[config.mk]
export PLATFORM = sky130hd
export DESIGN_NAME = rsc_run_stop_ctrl
export DESIGN_NICKNAME = d
export VERILOG_FILES = /design/src/design/rsc_pkg.sv /design/src/design/rsc_run_stop_ctrl.sv
export SDC_FILE = /design/constraint.sdc
export NUM_CORES = 1
export LEC_CHECK = 0
export ABC_AREA = 1
export ABC_CLOCK_PERIOD_IN_PS = 3000
export BUFFER_PORTS_ARGS = -buffer_cell sky130_fd_sc_hd__buf_2
export CAP_MARGIN = 25
export CORE_MARGIN = 3
export CORE_UTILIZATION = 35
export CTS_CLUSTER_SIZE = 8
export DETAILED_ROUTE_END_ITERATION = 7
export GPL_ROUTABILITY_DRIVEN = 0
export PLACE_DENSITY = 0.61
export SYNTH_ARGS = -nofsm -noshare
export SYNTH_HDL_FRONTEND = slang
export SYNTH_SLANG_ARGS = --single-unit
[constraint.sdc]
create_clock -name clk_i -period 3 [get_ports clk_i]
set_input_delay 0.3 -clock clk_i [delete_from_list [all_inputs] [get_ports clk_i]]
set_output_delay 0.3 -clock clk_i [all_outputs]
set_load 0.1 [all_outputs]
[src/design/rsc_pkg.sv]
// constants and types shared by the run and stop command logic
package rsc_pkg;

   // register byte addresses
   localparam logic [7:0] ADDR_CTRL = 8'h00;
   localparam logic [7:0] ADDR_TERM_FN = 8'h04;
   localparam logic [7:0] ADDR_START_TIMES = 8'h08;
   localparam logic [7:0] ADDR_HOLD_DECEL = 8'h0c;
   localparam logic [7:0] ADDR_HOST_CMD = 8'h10;
   localparam logic [7:0] ADDR_STATUS = 8'h14;
   localparam logic [7:0] ADDR_MACRO = 8'h18;
   localparam logic [7:0] ADDR_PULSE_CNT = 8'h1c;

   // control register layout: {stop_mode, start_mode, tmode[1:0], src[1:0]}
   localparam int CTRL_W = 6;
   localparam logic [CTRL_W-1:0] CTRL_RST = 6'h00;

   // host command bits
   localparam int HOST_FWD_BIT = 0;
   localparam int HOST_REV_BIT = 1;
   localparam int HOST_STOP_BIT = 2;

   // command_source_select values
   localparam logic [1:0] SRC_KEYPAD = 2'h0;
   localparam logic [1:0] SRC_TERM = 2'h1;
   localparam logic [1:0] SRC_HOST = 2'h2;

   // terminal_control_mode values
   localparam logic [1:0] TM_RUN_DIR = 2'h0;
   localparam logic [1:0] TM_FWD_REV = 2'h1;
   localparam logic [1:0] TM_3L_FWD_REV = 2'h2;
   localparam logic [1:0] TM_3L_RUN_DIR = 2'h3;

   // input terminal function codes, two bits per input
   localparam logic [1:0] FN_NONE = 2'h0;
   localparam logic [1:0] FN_RUN = 2'h1;
   localparam logic [1:0] FN_DIR = 2'h2;
   localparam logic [1:0] FN_STOP3 = 2'h3;
   // first input run, second direction, third three-line stop
   localparam logic [13:0] TERM_FN_RST = 14'h0039;

   // times in milliseconds
   localparam logic [15:0] DC_TIME_RST = 16'h0000;
   localparam logic [15:0] PRE_TIME_RST = 16'h0000;
   localparam logic [15:0] HOLD_TIME_RST = 16'h0000;
   localparam logic [15:0] DECEL_TIME_RST = 16'h3a98;
   localparam logic [7:0] MACRO_RST = 8'h00;

   // timing
   localparam int CLK_HZ = 50_000_000;
   localparam int TICK_US = 1000;
   localparam int TICK_CYC = CLK_HZ / 1_000_000 * TICK_US;
   localparam int DEB_MS = 5;
   localparam logic [3:0] DEB_TICKS = 4'(DEB_MS * 1000 / TICK_US);
   localparam int BLINK_MS = 250;
   localparam logic [7:0] BLINK_TICKS = 8'(BLINK_MS * 1000 / TICK_US);
   localparam int PULSE_MAX_HZ = 200_000;

   typedef enum logic [2:0] {
      ST_IDLE = 3'b000,
      ST_DCBRK = 3'b001,
      ST_PREEX = 3'b010,
      ST_HOLD = 3'b011,
      ST_TRACK = 3'b100,
      ST_RUN = 3'b101,
      ST_DECEL = 3'b110
   } rsc_state_t;

endpackage

[src/design/rsc_run_stop_ctrl.sv]
// run and stop command logic with ahb-lite register slave
// Contract
// - Source 0: only keypad run and stop keys start and stop.
// - Keypad run key starts only while no trip is active.
// - Run indicator steady while running, flashing while decelerating to stop.
// - Source 1: terminals assigned by function codes, decoded per terminal mode.
// - Source 2: only host commands over the serial port start and stop.
// - Direct start: dc brake, pre-excitation if times nonzero, hold, then run.
// - Start mode 1: track motor speed first, then start from it.
// - Stop mode 0: ramp down over the deceleration time.
// - Stop mode 1: output cut at once, motor coasts.
// - Terminal mode field has four values, default 0.
// - Function code 1 is run terminal, code 2 direction terminal.
// - Mode 0: run level starts and stops, direction level selects reverse.
// - Mode 1: run forward, direction reverse, both active stops.
// - Mode 2: edges start forward or reverse, opened stop terminal stops.
// - Three-line stop terminal is whichever input holds code 3.
// - Seventh input also counts pulses up to 200 kHz.
// - Mode 3: run edge starts, direction level, stop terminal level stops.
// - Writing the macro selection reloads default settings.
// - After power-on display shows zero frequency.
// - Active protection shows its code on the display.
//
// Local design decisions: the AHB-Lite interface to the registers and the register offsets.
`timescale 1ns/100ps
`default_nettype none

module rsc_run_stop_ctrl
   import rsc_pkg::*;
#(
   parameter int TICK_CYC_P = TICK_CYC
) (
   input wire logic clk_i,
   input wire logic arst_n_i,
   input wire logic hsel_i,
   input wire logic [31:0] haddr_i,
   input wire logic [1:0] htrans_i,
   input wire logic hwrite_i,
   input wire logic [2:0] hsize_i,
   input wire logic [31:0] hwdata_i,
   input wire logic hready_i,
   output logic hreadyout_o,
   output logic hresp_o,
   output logic [31:0] hrdata_o,
   input wire logic run_key_i,
   input wire logic stop_key_i,
   input wire logic [6:0] term_i,
   input wire logic trip_i,
   input wire logic [7:0] trip_code_i,
   input wire logic track_done_i,
   output logic out_enable_o,
   output logic dir_rev_o,
   output logic dc_brake_o,
   output logic pre_excite_o,
   output logic hold_o,
   output logic track_o,
   output logic decel_o,
   output logic run_led_o,
   output logic disp_protect_o,
   output logic [7:0] disp_code_o,
   output logic disp_zero_o
);

   localparam int NIN = 9;
   localparam int KEY_RUN = 7;
   localparam int KEY_STOP = 8;
   localparam int PULSE_IN = 6;

   if (TICK_CYC_P < 2 || TICK_CYC_P > 65536) begin : g_chk_tick
      $error("TICK_CYC_P out of range 2..65536");
   end
   if (CLK_HZ < 4 * PULSE_MAX_HZ) begin : g_chk_pulse
      $error("clock too slow for the pulse input");
   end

   typedef struct packed {
      logic [NIN-1:0] sync1;
      logic [NIN-1:0] sync2;
      logic [NIN-1:0] deb;
      logic [NIN-1:0] deb_q;
      logic [NIN-1:0][3:0] deb_cnt;
      logic pulse_q;
      logic [15:0] pulse_cnt;
      logic stop_mode;
      logic start_mode;
      logic [1:0] tmode;
      logic [1:0] src;
      logic [13:0] term_fn;
      logic [15:0] dc_time;
      logic [15:0] pre_time;
      logic [15:0] hold_time;
      logic [15:0] decel_time;
      logic [7:0] macro;
      logic host_fwd;
      logic host_rev;
      logic host_stop;
      logic ap_valid;
      logic ap_write;
      logic [7:0] ap_addr;
      logic [31:0] rdata;
      rsc_state_t state;
      logic dir;
      logic [15:0] tmr;
      logic [15:0] tick_cnt;
      logic tick;
      logic [7:0] blink_cnt;
      logic blink;
   } rsc_regs_t;

   rsc_regs_t r_reg;
   rsc_regs_t r_next;

   logic run_t;
   logic dir_t;
   logic run_p;
   logic dir_p;
   logic stop_t;
   logic has_stop;
   logic stop_act;
   logic run_rise;
   logic dir_rise;
   logic go;
   logic go_dir;
   logic halt;
   logic ap;
   logic [31:0] rd_mux;
   logic [1:0] fn;

   always_comb begin
      r_next = r_reg;
      run_t = 1'b0;
      dir_t = 1'b0;
      run_p = 1'b0;
      dir_p = 1'b0;
      stop_t = 1'b0;
      has_stop = 1'b0;
      go = 1'b0;
      go_dir = r_reg.dir;
      halt = 1'b0;
      fn = FN_NONE;
      rd_mux = 32'h0000_0000;
      r_next.host_fwd = 1'b0;
      r_next.host_rev = 1'b0;
      r_next.host_stop = 1'b0;

      // millisecond tick enable
      r_next.tick = 1'b0;
      if (r_reg.tick_cnt == 16'(TICK_CYC_P - 1)) begin
         r_next.tick_cnt = 16'h0000;
         r_next.tick = 1'b1;
      end else begin
         r_next.tick_cnt = r_reg.tick_cnt + 16'h0001;
      end

      r_next.sync1 = {stop_key_i, run_key_i, term_i};
      r_next.sync2 = r_reg.sync1;
      for (int i = 0; i < NIN; i++) begin
         if (r_reg.sync2[i] == r_reg.deb[i]) begin
            r_next.deb_cnt[i] = 4'h0;
         end else if (r_reg.tick) begin
            if (r_reg.deb_cnt[i] == DEB_TICKS - 4'h1) begin
               r_next.deb[i] = r_reg.sync2[i];
               r_next.deb_cnt[i] = 4'h0;
            end else begin
               r_next.deb_cnt[i] = r_reg.deb_cnt[i] + 4'h1;
            end
         end
      end
      r_next.deb_q = r_reg.deb;

      // raw edge count, the debounce would swallow fast pulses
      r_next.pulse_q = r_reg.sync2[PULSE_IN];
      if (r_reg.sync2[PULSE_IN] && !r_reg.pulse_q) begin
         r_next.pulse_cnt = r_reg.pulse_cnt + 16'h0001;
      end

      for (int i = 0; i < 7; i++) begin
         fn = r_reg.term_fn[2*i +: 2];
         if (fn == FN_RUN) begin
            run_t = run_t | r_reg.deb[i];
            run_p = run_p | r_reg.deb_q[i];
         end
         if (fn == FN_DIR) begin
            dir_t = dir_t | r_reg.deb[i];
            dir_p = dir_p | r_reg.deb_q[i];
         end
         if (fn == FN_STOP3) begin
            stop_t = stop_t | r_reg.deb[i];
            has_stop = 1'b1;
         end
      end
      run_rise = run_t & ~run_p;
      dir_rise = dir_t & ~dir_p;
      // normally closed: opening the contact means stop
      stop_act = has_stop & ~stop_t;

      unique case (r_reg.src)
         SRC_KEYPAD: begin
            go = r_reg.deb[KEY_RUN] & ~r_reg.deb_q[KEY_RUN];
            halt = r_reg.deb[KEY_STOP] & ~r_reg.deb_q[KEY_STOP];
         end
         SRC_TERM: begin
            unique case (r_reg.tmode)
               TM_RUN_DIR: begin
                  go = run_t;
                  halt = ~run_t;
                  go_dir = dir_t;
               end
               TM_FWD_REV: begin
                  go = run_t ^ dir_t;
                  halt = ~(run_t ^ dir_t);
                  go_dir = dir_t;
               end
               TM_3L_FWD_REV: begin
                  halt = stop_act;
                  go = ~stop_act & (run_rise | dir_rise);
                  go_dir = dir_rise & ~run_rise;
               end
               TM_3L_RUN_DIR: begin
                  halt = stop_act;
                  go = ~stop_act & run_rise;
                  go_dir = dir_t;
               end
            endcase
         end
         SRC_HOST: begin
            go = r_reg.host_fwd | r_reg.host_rev;
            go_dir = r_reg.host_rev;
            halt = r_reg.host_stop;
         end
         default: begin
            halt = 1'b1;
         end
      endcase

      // phase timer counts down in milliseconds
      if (r_reg.tick && r_reg.tmr != 16'h0000) begin
         r_next.tmr = r_reg.tmr - 16'h0001;
      end

      unique case (r_reg.state)
         ST_IDLE: begin
            if (go && !halt && !trip_i) begin
               r_next.dir = go_dir;
               if (r_reg.start_mode) begin
                  r_next.state = ST_TRACK;
               end else if (r_reg.dc_time != 16'h0000) begin
                  r_next.state = ST_DCBRK;
                  r_next.tmr = r_reg.dc_time;
               end else if (r_reg.pre_time != 16'h0000) begin
                  r_next.state = ST_PREEX;
                  r_next.tmr = r_reg.pre_time;
               end else begin
                  r_next.state = ST_HOLD;
                  r_next.tmr = r_reg.hold_time;
               end
            end
         end
         ST_DCBRK: begin
            if (r_reg.tmr == 16'h0000) begin
               if (r_reg.pre_time != 16'h0000) begin
                  r_next.state = ST_PREEX;
                  r_next.tmr = r_reg.pre_time;
               end else begin
                  r_next.state = ST_HOLD;
                  r_next.tmr = r_reg.hold_time;
               end
            end
         end
         ST_PREEX: begin
            if (r_reg.tmr == 16'h0000) begin
               r_next.state = ST_HOLD;
               r_next.tmr = r_reg.hold_time;
            end
         end
         ST_HOLD: begin
            // starting frequency held, then set frequency
            if (r_reg.tmr == 16'h0000) begin
               r_next.state = ST_RUN;
            end
         end
         ST_TRACK: begin
            if (track_done_i) begin
               r_next.state = ST_RUN;
            end
         end
         ST_RUN: begin
            if (go && !halt) begin
               r_next.dir = go_dir;
            end
         end
         ST_DECEL: begin
            if (go && !halt) begin
               r_next.state = ST_RUN;
               r_next.dir = go_dir;
            end else if (r_reg.tmr == 16'h0000) begin
               r_next.state = ST_IDLE;
            end
         end
         default: begin
            r_next.state = ST_IDLE;
         end
      endcase

      // stop request from any active phase except deceleration
      if (halt && r_reg.state != ST_IDLE && r_reg.state != ST_DECEL) begin
         if (r_reg.stop_mode) begin
            r_next.state = ST_IDLE;
         end else begin
            r_next.state = ST_DECEL;
            r_next.tmr = r_reg.decel_time;
         end
      end
      // protection overrides everything and coasts
      if (trip_i) begin
         r_next.state = ST_IDLE;
      end

      if (r_reg.tick) begin
         if (r_reg.blink_cnt == BLINK_TICKS - 8'h01) begin
            r_next.blink_cnt = 8'h00;
            r_next.blink = ~r_reg.blink;
         end else begin
            r_next.blink_cnt = r_reg.blink_cnt + 8'h01;
         end
      end

      // bus address phase; master is non-pipelined so no overlap
      ap = hsel_i & htrans_i[1] & hready_i;
      r_next.ap_valid = ap & (haddr_i[31:8] == 24'h000000);
      r_next.ap_write = hwrite_i;
      r_next.ap_addr = haddr_i[7:0];
      if (haddr_i[31:8] == 24'h000000) begin
         case (haddr_i[7:0])
            ADDR_CTRL: rd_mux = {26'h0, r_reg.stop_mode, r_reg.start_mode,
                                 r_reg.tmode, r_reg.src};
            ADDR_TERM_FN: rd_mux = {18'h0, r_reg.term_fn};
            ADDR_START_TIMES: rd_mux = {r_reg.pre_time, r_reg.dc_time};
            ADDR_HOLD_DECEL: rd_mux = {r_reg.decel_time, r_reg.hold_time};
            ADDR_STATUS: rd_mux = {7'h0, r_reg.deb, disp_code_o, 2'h0,
                                   trip_i, run_led_o, r_reg.dir,
                                   r_reg.state};
            ADDR_MACRO: rd_mux = {24'h0, r_reg.macro};
            ADDR_PULSE_CNT: rd_mux = {16'h0, r_reg.pulse_cnt};
            default: rd_mux = 32'h0000_0000;
         endcase
      end
      if (ap && !hwrite_i) begin
         r_next.rdata = rd_mux;
      end

      // bus data phase writes
      if (r_reg.ap_valid && r_reg.ap_write) begin
         case (r_reg.ap_addr)
            ADDR_CTRL: begin
               // four mode values in two bits
               {r_next.stop_mode, r_next.start_mode, r_next.tmode,
                r_next.src} = hwdata_i[CTRL_W-1:0];
            end
            ADDR_TERM_FN: r_next.term_fn = hwdata_i[13:0];
            ADDR_START_TIMES: begin
               r_next.dc_time = hwdata_i[15:0];
               r_next.pre_time = hwdata_i[31:16];
            end
            ADDR_HOLD_DECEL: begin
               r_next.hold_time = hwdata_i[15:0];
               r_next.decel_time = hwdata_i[31:16];
            end
            ADDR_HOST_CMD: begin
               r_next.host_fwd = hwdata_i[HOST_FWD_BIT];
               r_next.host_rev = hwdata_i[HOST_REV_BIT];
               r_next.host_stop = hwdata_i[HOST_STOP_BIT];
            end
            ADDR_MACRO: begin
               r_next.macro = hwdata_i[7:0];
               {r_next.stop_mode, r_next.start_mode, r_next.tmode,
                r_next.src} = CTRL_RST;
               r_next.term_fn = TERM_FN_RST;
               r_next.dc_time = DC_TIME_RST;
               r_next.pre_time = PRE_TIME_RST;
               r_next.hold_time = HOLD_TIME_RST;
               r_next.decel_time = DECEL_TIME_RST;
            end
            ADDR_PULSE_CNT: r_next.pulse_cnt = 16'h0000;
            default: begin
            end
         endcase
      end
   end

   always_ff @(posedge clk_i or negedge arst_n_i) begin
      if (!arst_n_i) begin
         r_reg <= '0;
         {r_reg.stop_mode, r_reg.start_mode, r_reg.tmode, r_reg.src} <=
            CTRL_RST;
         r_reg.term_fn <= TERM_FN_RST;
         r_reg.dc_time <= DC_TIME_RST;
         r_reg.pre_time <= PRE_TIME_RST;
         r_reg.hold_time <= HOLD_TIME_RST;
         r_reg.decel_time <= DECEL_TIME_RST;
         r_reg.macro <= MACRO_RST;
         r_reg.state <= ST_IDLE;
      end else begin
         r_reg <= r_next;
      end
   end

   // zero-wait slave, always OKAY
   assign hreadyout_o = 1'b1;
   assign hresp_o = 1'b0;
   assign hrdata_o = r_reg.rdata;

   assign out_enable_o = (r_reg.state != ST_IDLE);
   assign dir_rev_o = r_reg.dir;
   assign dc_brake_o = (r_reg.state == ST_DCBRK);
   assign pre_excite_o = (r_reg.state == ST_PREEX);
   assign hold_o = (r_reg.state == ST_HOLD);
   assign track_o = (r_reg.state == ST_TRACK);
   assign decel_o = (r_reg.state == ST_DECEL);
   assign run_led_o = (r_reg.state == ST_DECEL) ? r_reg.blink :
                      (r_reg.state != ST_IDLE);
   assign disp_protect_o = trip_i;
   assign disp_code_o = trip_i ? trip_code_i : 8'h00;
   // stopped output reads as zero frequency
   assign disp_zero_o = (r_reg.state == ST_IDLE);

endmodule

`default_nettype wire

Word level (Yosys, flattened, before mapping) --
Index checks and enable logic that the tools add are counted.
Storage, ports and cells: memories 0, register bits 272, memory bits (writable) 0, bits in read-only memories 0, latch bits 0, output and inout bits 52
Operators by class: bitwise operators 63, reduce and logical (&&, ||, !) cells 57, muxes and demuxes 116, equality and inequality tests 74, shift-type cells 0, multipliers 0, div/mod/pow operators 0, order comparisons 0, add/sub/neg operators 13
Operator list (count):
- 32-bit one-hot mux with 7 select lines | 1
- 16-bit two-way mux | 11
- 32-bit one-hot mux with 2 select lines | 2
- 111-bit two-way mux | 1
- 4-bit two-way mux | 27
- 8-bit by 5-bit equality test with 1-bit output (second input constant) | 6
- 16-bit one-hot mux with 3 select lines | 1
- 16-bit nonzero test | 3
- 1-bit two-way mux | 46
- 4-bit by 1-bit adder with 4-bit output (second input constant) | 9
- 4-bit by 3-bit equality test with 1-bit output (second input constant) | 9
- 3-bit two-way mux | 12
- 2-bit equality test (second input constant) | 17
- 16-bit by 1-bit adder with 16-bit output (second input constant) | 2
- 8-bit by 4-bit equality test with 1-bit output (second input constant) | 4
- 32-bit two-way mux | 1
- 1-bit OR | 32
- 3-bit AND reduction | 10
- 14-bit one-hot mux with 2 select lines | 1
- 2-bit nonzero test | 14
- 24-bit logical NOT | 1
- 8-bit two-way mux | 3
- 3-bit one-hot mux with 7 select lines | 1
- 20-bit two-way mux | 1
- other kinds (33) | 108

Longest topological paths before layout --
depth in word-level cells 26, depth in mapped cells 21, depth with buffers taken out 21

Worst setup path after synthesis --
No wires, ideal clock.
path type reg-to-output, start reg r_reg[45] (netlist bit), end out run_led_o, arrival 3.705 ns, buffers on the path 0, path slack -1.005 ns, stages on the path, launching flop included 6, data required time 2.700 ns, cells stage by stage dfrtp_1 inv_1 nor3_1 inv_1 nand2_1 nand2_1
Between the ends: cells in the longest elaborated chain, start to end 2, elaborated cells between the ends (all ways) 3, classes of those cells eq/ne (1); mux (1); reduce/logical (1)
RTL lines:
- start: declaration | line rsc_run_stop_ctrl.sv:110 | rsc_regs_t r_reg;
- start signal: assignment | line rsc_run_stop_ctrl.sv:404 | r_reg <= r_next;
- 3-bit equality test
- via decel_o | line rsc_run_stop_ctrl.sv:57 | output logic decel_o,
- 1-bit two-way mux | line rsc_run_stop_ctrl.sv:420 | assign run_led_o = (r_reg.state == ST_DECEL) ? r_reg.blink :
- end: declaration | line rsc_run_stop_ctrl.sv:58 | output logic run_led_o,
The timed path passes the listed nets, and every way through them passes these cells.

==> out/results.ini <==
[power_and_ir_drop]
peakVddDrop_mv = 0.394
power_density_nw_per_um2 = 483
p_leak_nw = 9.45

[worst_hold_path]
hold_end = r_reg[144]
hold_path.startpoint = hwdata_i[29]
hold_depth = 3
hp-class = in -> reg

[setup_path]
cp.required_ps = 3470
startpoint_type = flip-flop
timing.rr.start = r_reg[163]
cpPeakStageDelay_ps = 560
crit_path_top_delay_cell = dfstp_2
reg2reg_to = r_reg[36]
critical_path_class = reg -> reg
crit_chain = inv_2, nand3_1, nand2_1, nor2_1, nand2_1, nand2_1, nand3_2, a21boi_2, nor2_2, nand2_2, inv_1, nand2_1, nand2_1, inv_1
cp_common_cell = nand2_1
reg2reg_slack_ps = 360
cp_num_buf_inv = 3
worstRegToRegCells = 14
cp_top_family = simple AND/OR/NAND/NOR gates
end_kind = flip-flop
cp_max_fo = 17
worstPathArrival_ps = 3110

[grt]
grt_pass1_wl_mm = 75.9
gr-total-overflow = 0
antenna_found_initial = 1
grt_max_degree = 80
grt_usage_pct = 21.2
grt_pass1_vias = 13600

[synth]
synth_common_cells = 451 x nand2_1, 284 x inv_1, 261 x dfrtp_1
postSynthCellCount = 1992
ys.flop_type = dfrtp_1
yosysTopAreaCellShare_pct = 43.2
syn_area_um2 = 15100
syn_area_per_cell_um2 = 7.59
yosysSeqAreaShare_pct = 45.1
synth_edf_count = 0
ys_types = 49
yosysWarnings = 0
synth.most_common_cell = nand2_1
ys_ff_latch = 272
synth_fp_nets = 2113
synthArstFlopShare_pct = 100
synth_largest_area_cell = dfrtp_1
synthTopCellsByArea = dfrtp_1 43%, nand2_1 11%, o21ai_0 7.7%

[final_layout]
fin_nets = 2255
fin_cells = 2741
n_antenna_cell = 0
final_area_um2 = 17800
drive_gt1_share_pct = 12.8
syn_to_final_growth_pct = 17.7
largest_reg_flops = 218

[die]
start_util_pct = 35.7
core_area_um2 = 42300
io_pins = 145
fp-row-count = 75
die_h_um = 214
dieArea_um2 = 45700
die_x_um = 214

[sta]
fin_crit_sh_pct = 88.1
min_period_ps = 2640
max-slew-margin-rel_pct = 34.2
rsz0062_at_grt = false
hold_viol_final = 0
setup_tns_ps = 0
skew_ps = 22.0
slew_violations = 0
finalSetupViolCount = 0
fmax_ghz = 0.378
tightestPinTransition_ps = 962

[clocking]
numClockSinks = 272
clk_pin_slew_ps = 60
clk_path_buf_depth = 3
cts_max_level = 2
tritoncts = done
cts_buffers = 40
worstSkewPairLatency_ps = 550
root_buffer = clkbuf_16

[drt]
wire_per_inst_um = 17.8
ant_nets = 0
num_vias = 14200
wirelength_mm = 48.7
drc_errors = 0
drt_iter0_drc = 1268
first_pass_iters = 5
vias_per_cell = 5.18

[place]
dp.cells = 2649
numPortBuffers = 138
placed_area_um2 = 16400
dpl.hpwl_mm = 36.6

[job]
cap_violations = 0

[outcome]
status = finished clean

[worst max-delay path by stage]
stage	from	to	slack, ps	cells past startpoint
2_1_floorplan	r_reg[43]	hold_o	60	2
3_3_place_gp	haddr_i[1]	hrdata_o[2]	150	10
3_5_place_dp	r_reg[163]	r_reg[36]	170	14
4_1_cts	r_reg[163]	r_reg[36]	140	14
5_1_grt	r_reg[26]	r_reg[40]	110	15
6_report	r_reg[163]	r_reg[36]	360	14
[what timing repair did]
item,4_1_cts,5_1_grt
hold buffers,20,0
setup buffers,0,0
endpoints found under the hold margin,90,0
gates resized for setup,0,1
endpoints found under the setup margin,0,12
[kinds of logic after synthesis]
kind of cell             after synthesis  share of synthesized area, %
adder cells (fa/ha/maj)               28                          2.32
multiplexers                           3                         0.199
AND/OR/NAND/NOR                      855                          24.4
XOR/XNOR                              49                          2.84
AO/OA/AOI/OAI                        382                          14.0
other                                  2                        0.0497
flip-flops                           272                          45.1
buffers and inverters                401                          11.0
[report_power, final]
group	leakage (nW)	internal, W	switching, W
clock	0.574	0.00263	0.00174
sequential	3.24	0.00373	0.0000298
combinational	5.64	0.000131	0.000335
[stage by stage]
stage / power (W) / hold slack, ps / worst slack, ps / util [%]
after global routing: 0.00890 / 30.5 / 108 / 42.0
final: 0.00859 / 23.3 / 356 / 42.0
after global placement: 0.00426 / 336 / 148 / 38.7
after detailed placement: 0.00427 / 336 / 174 / 38.7
after floorplan: 0.00403 / 4.41 / 56.6 / -
after CTS: 0.00868 / 11.8 / 141 / 42.0
[worst reg2reg max path, stage by stage, from the launching register on]
cell and delay (ps):
dfstp_2 560, inv_2 70, nand3_1 70, nand2_1 80
nor2_1 110, nand2_1 120, nand2_1 110, nand3_2 90
a21boi_2 390, nor2_2 120, nand2_2 290, inv_1 310
nand2_1 130, nand2_1 60, inv_1 60
[final cells by class]
cell class | count | area (um^2)
Clock buffer | 68 | 1120
Timing Repair Buffer | 201 | 1260
Multi-Input combinational cell | 1319 | 6650
Fill cell | 4316 | 24500
Sequential cell | 272 | 6820
Inverter | 300 | 1130
Clock inverter | 4 | 96.3
Tap cell | 577 | 722
[layout by cell type (no fill, tap or decap), types with 3 or more instances in the layout]
master         synthesis  routed
o21ai_1               16      16
clkbuf_1              52      27
nor3_1                37      36
and3_1                 6       6
xor2_1                45      45
nor2_1               153     153
nand4_1               29      29
a31oi_1               11      11
nand2_2                2       3
nand2_1              451     450
nand3_1              127     126
o22ai_1               49      49
nand3b_1               9       9
buf_4                 36      39
nor2_2                 4       4
buf_2                  7     137
a221oi_1               3       3
inv_1                284     284
or2_2                  6       6
mux2i_1                3       3
dfstp_2               11      11
nand3_2                2       3
dlygate4sd3_1          0      20
a211oi_1               5       5
o211ai_1              20      20
o21ai_0              232     232
a21oi_1               30      30
inv_2                 16      16
a311oi_1               3       3
buf_12                 0       3
xnor2_1                4       4
a2111oi_0              5       5
nor4_1                15      15
clkbuf_16              0      40
ha_1                  28      28
dfrtp_1              261     261
nor3b_1                6       6
[routing by layer]
layer | up-vias | track usage (%) | routed length (um)
li1 | 6737 | - | -
met1 | 6751 | 28.4 | 20600
met2 | 565 | 33.1 | 21900
met3 | 141 | 3.92 | 3490
met4 | 2 | 10.7 | 2690
met5 | - | 0 | 13
Note: power is estimated with default switching activity, not from simulation.
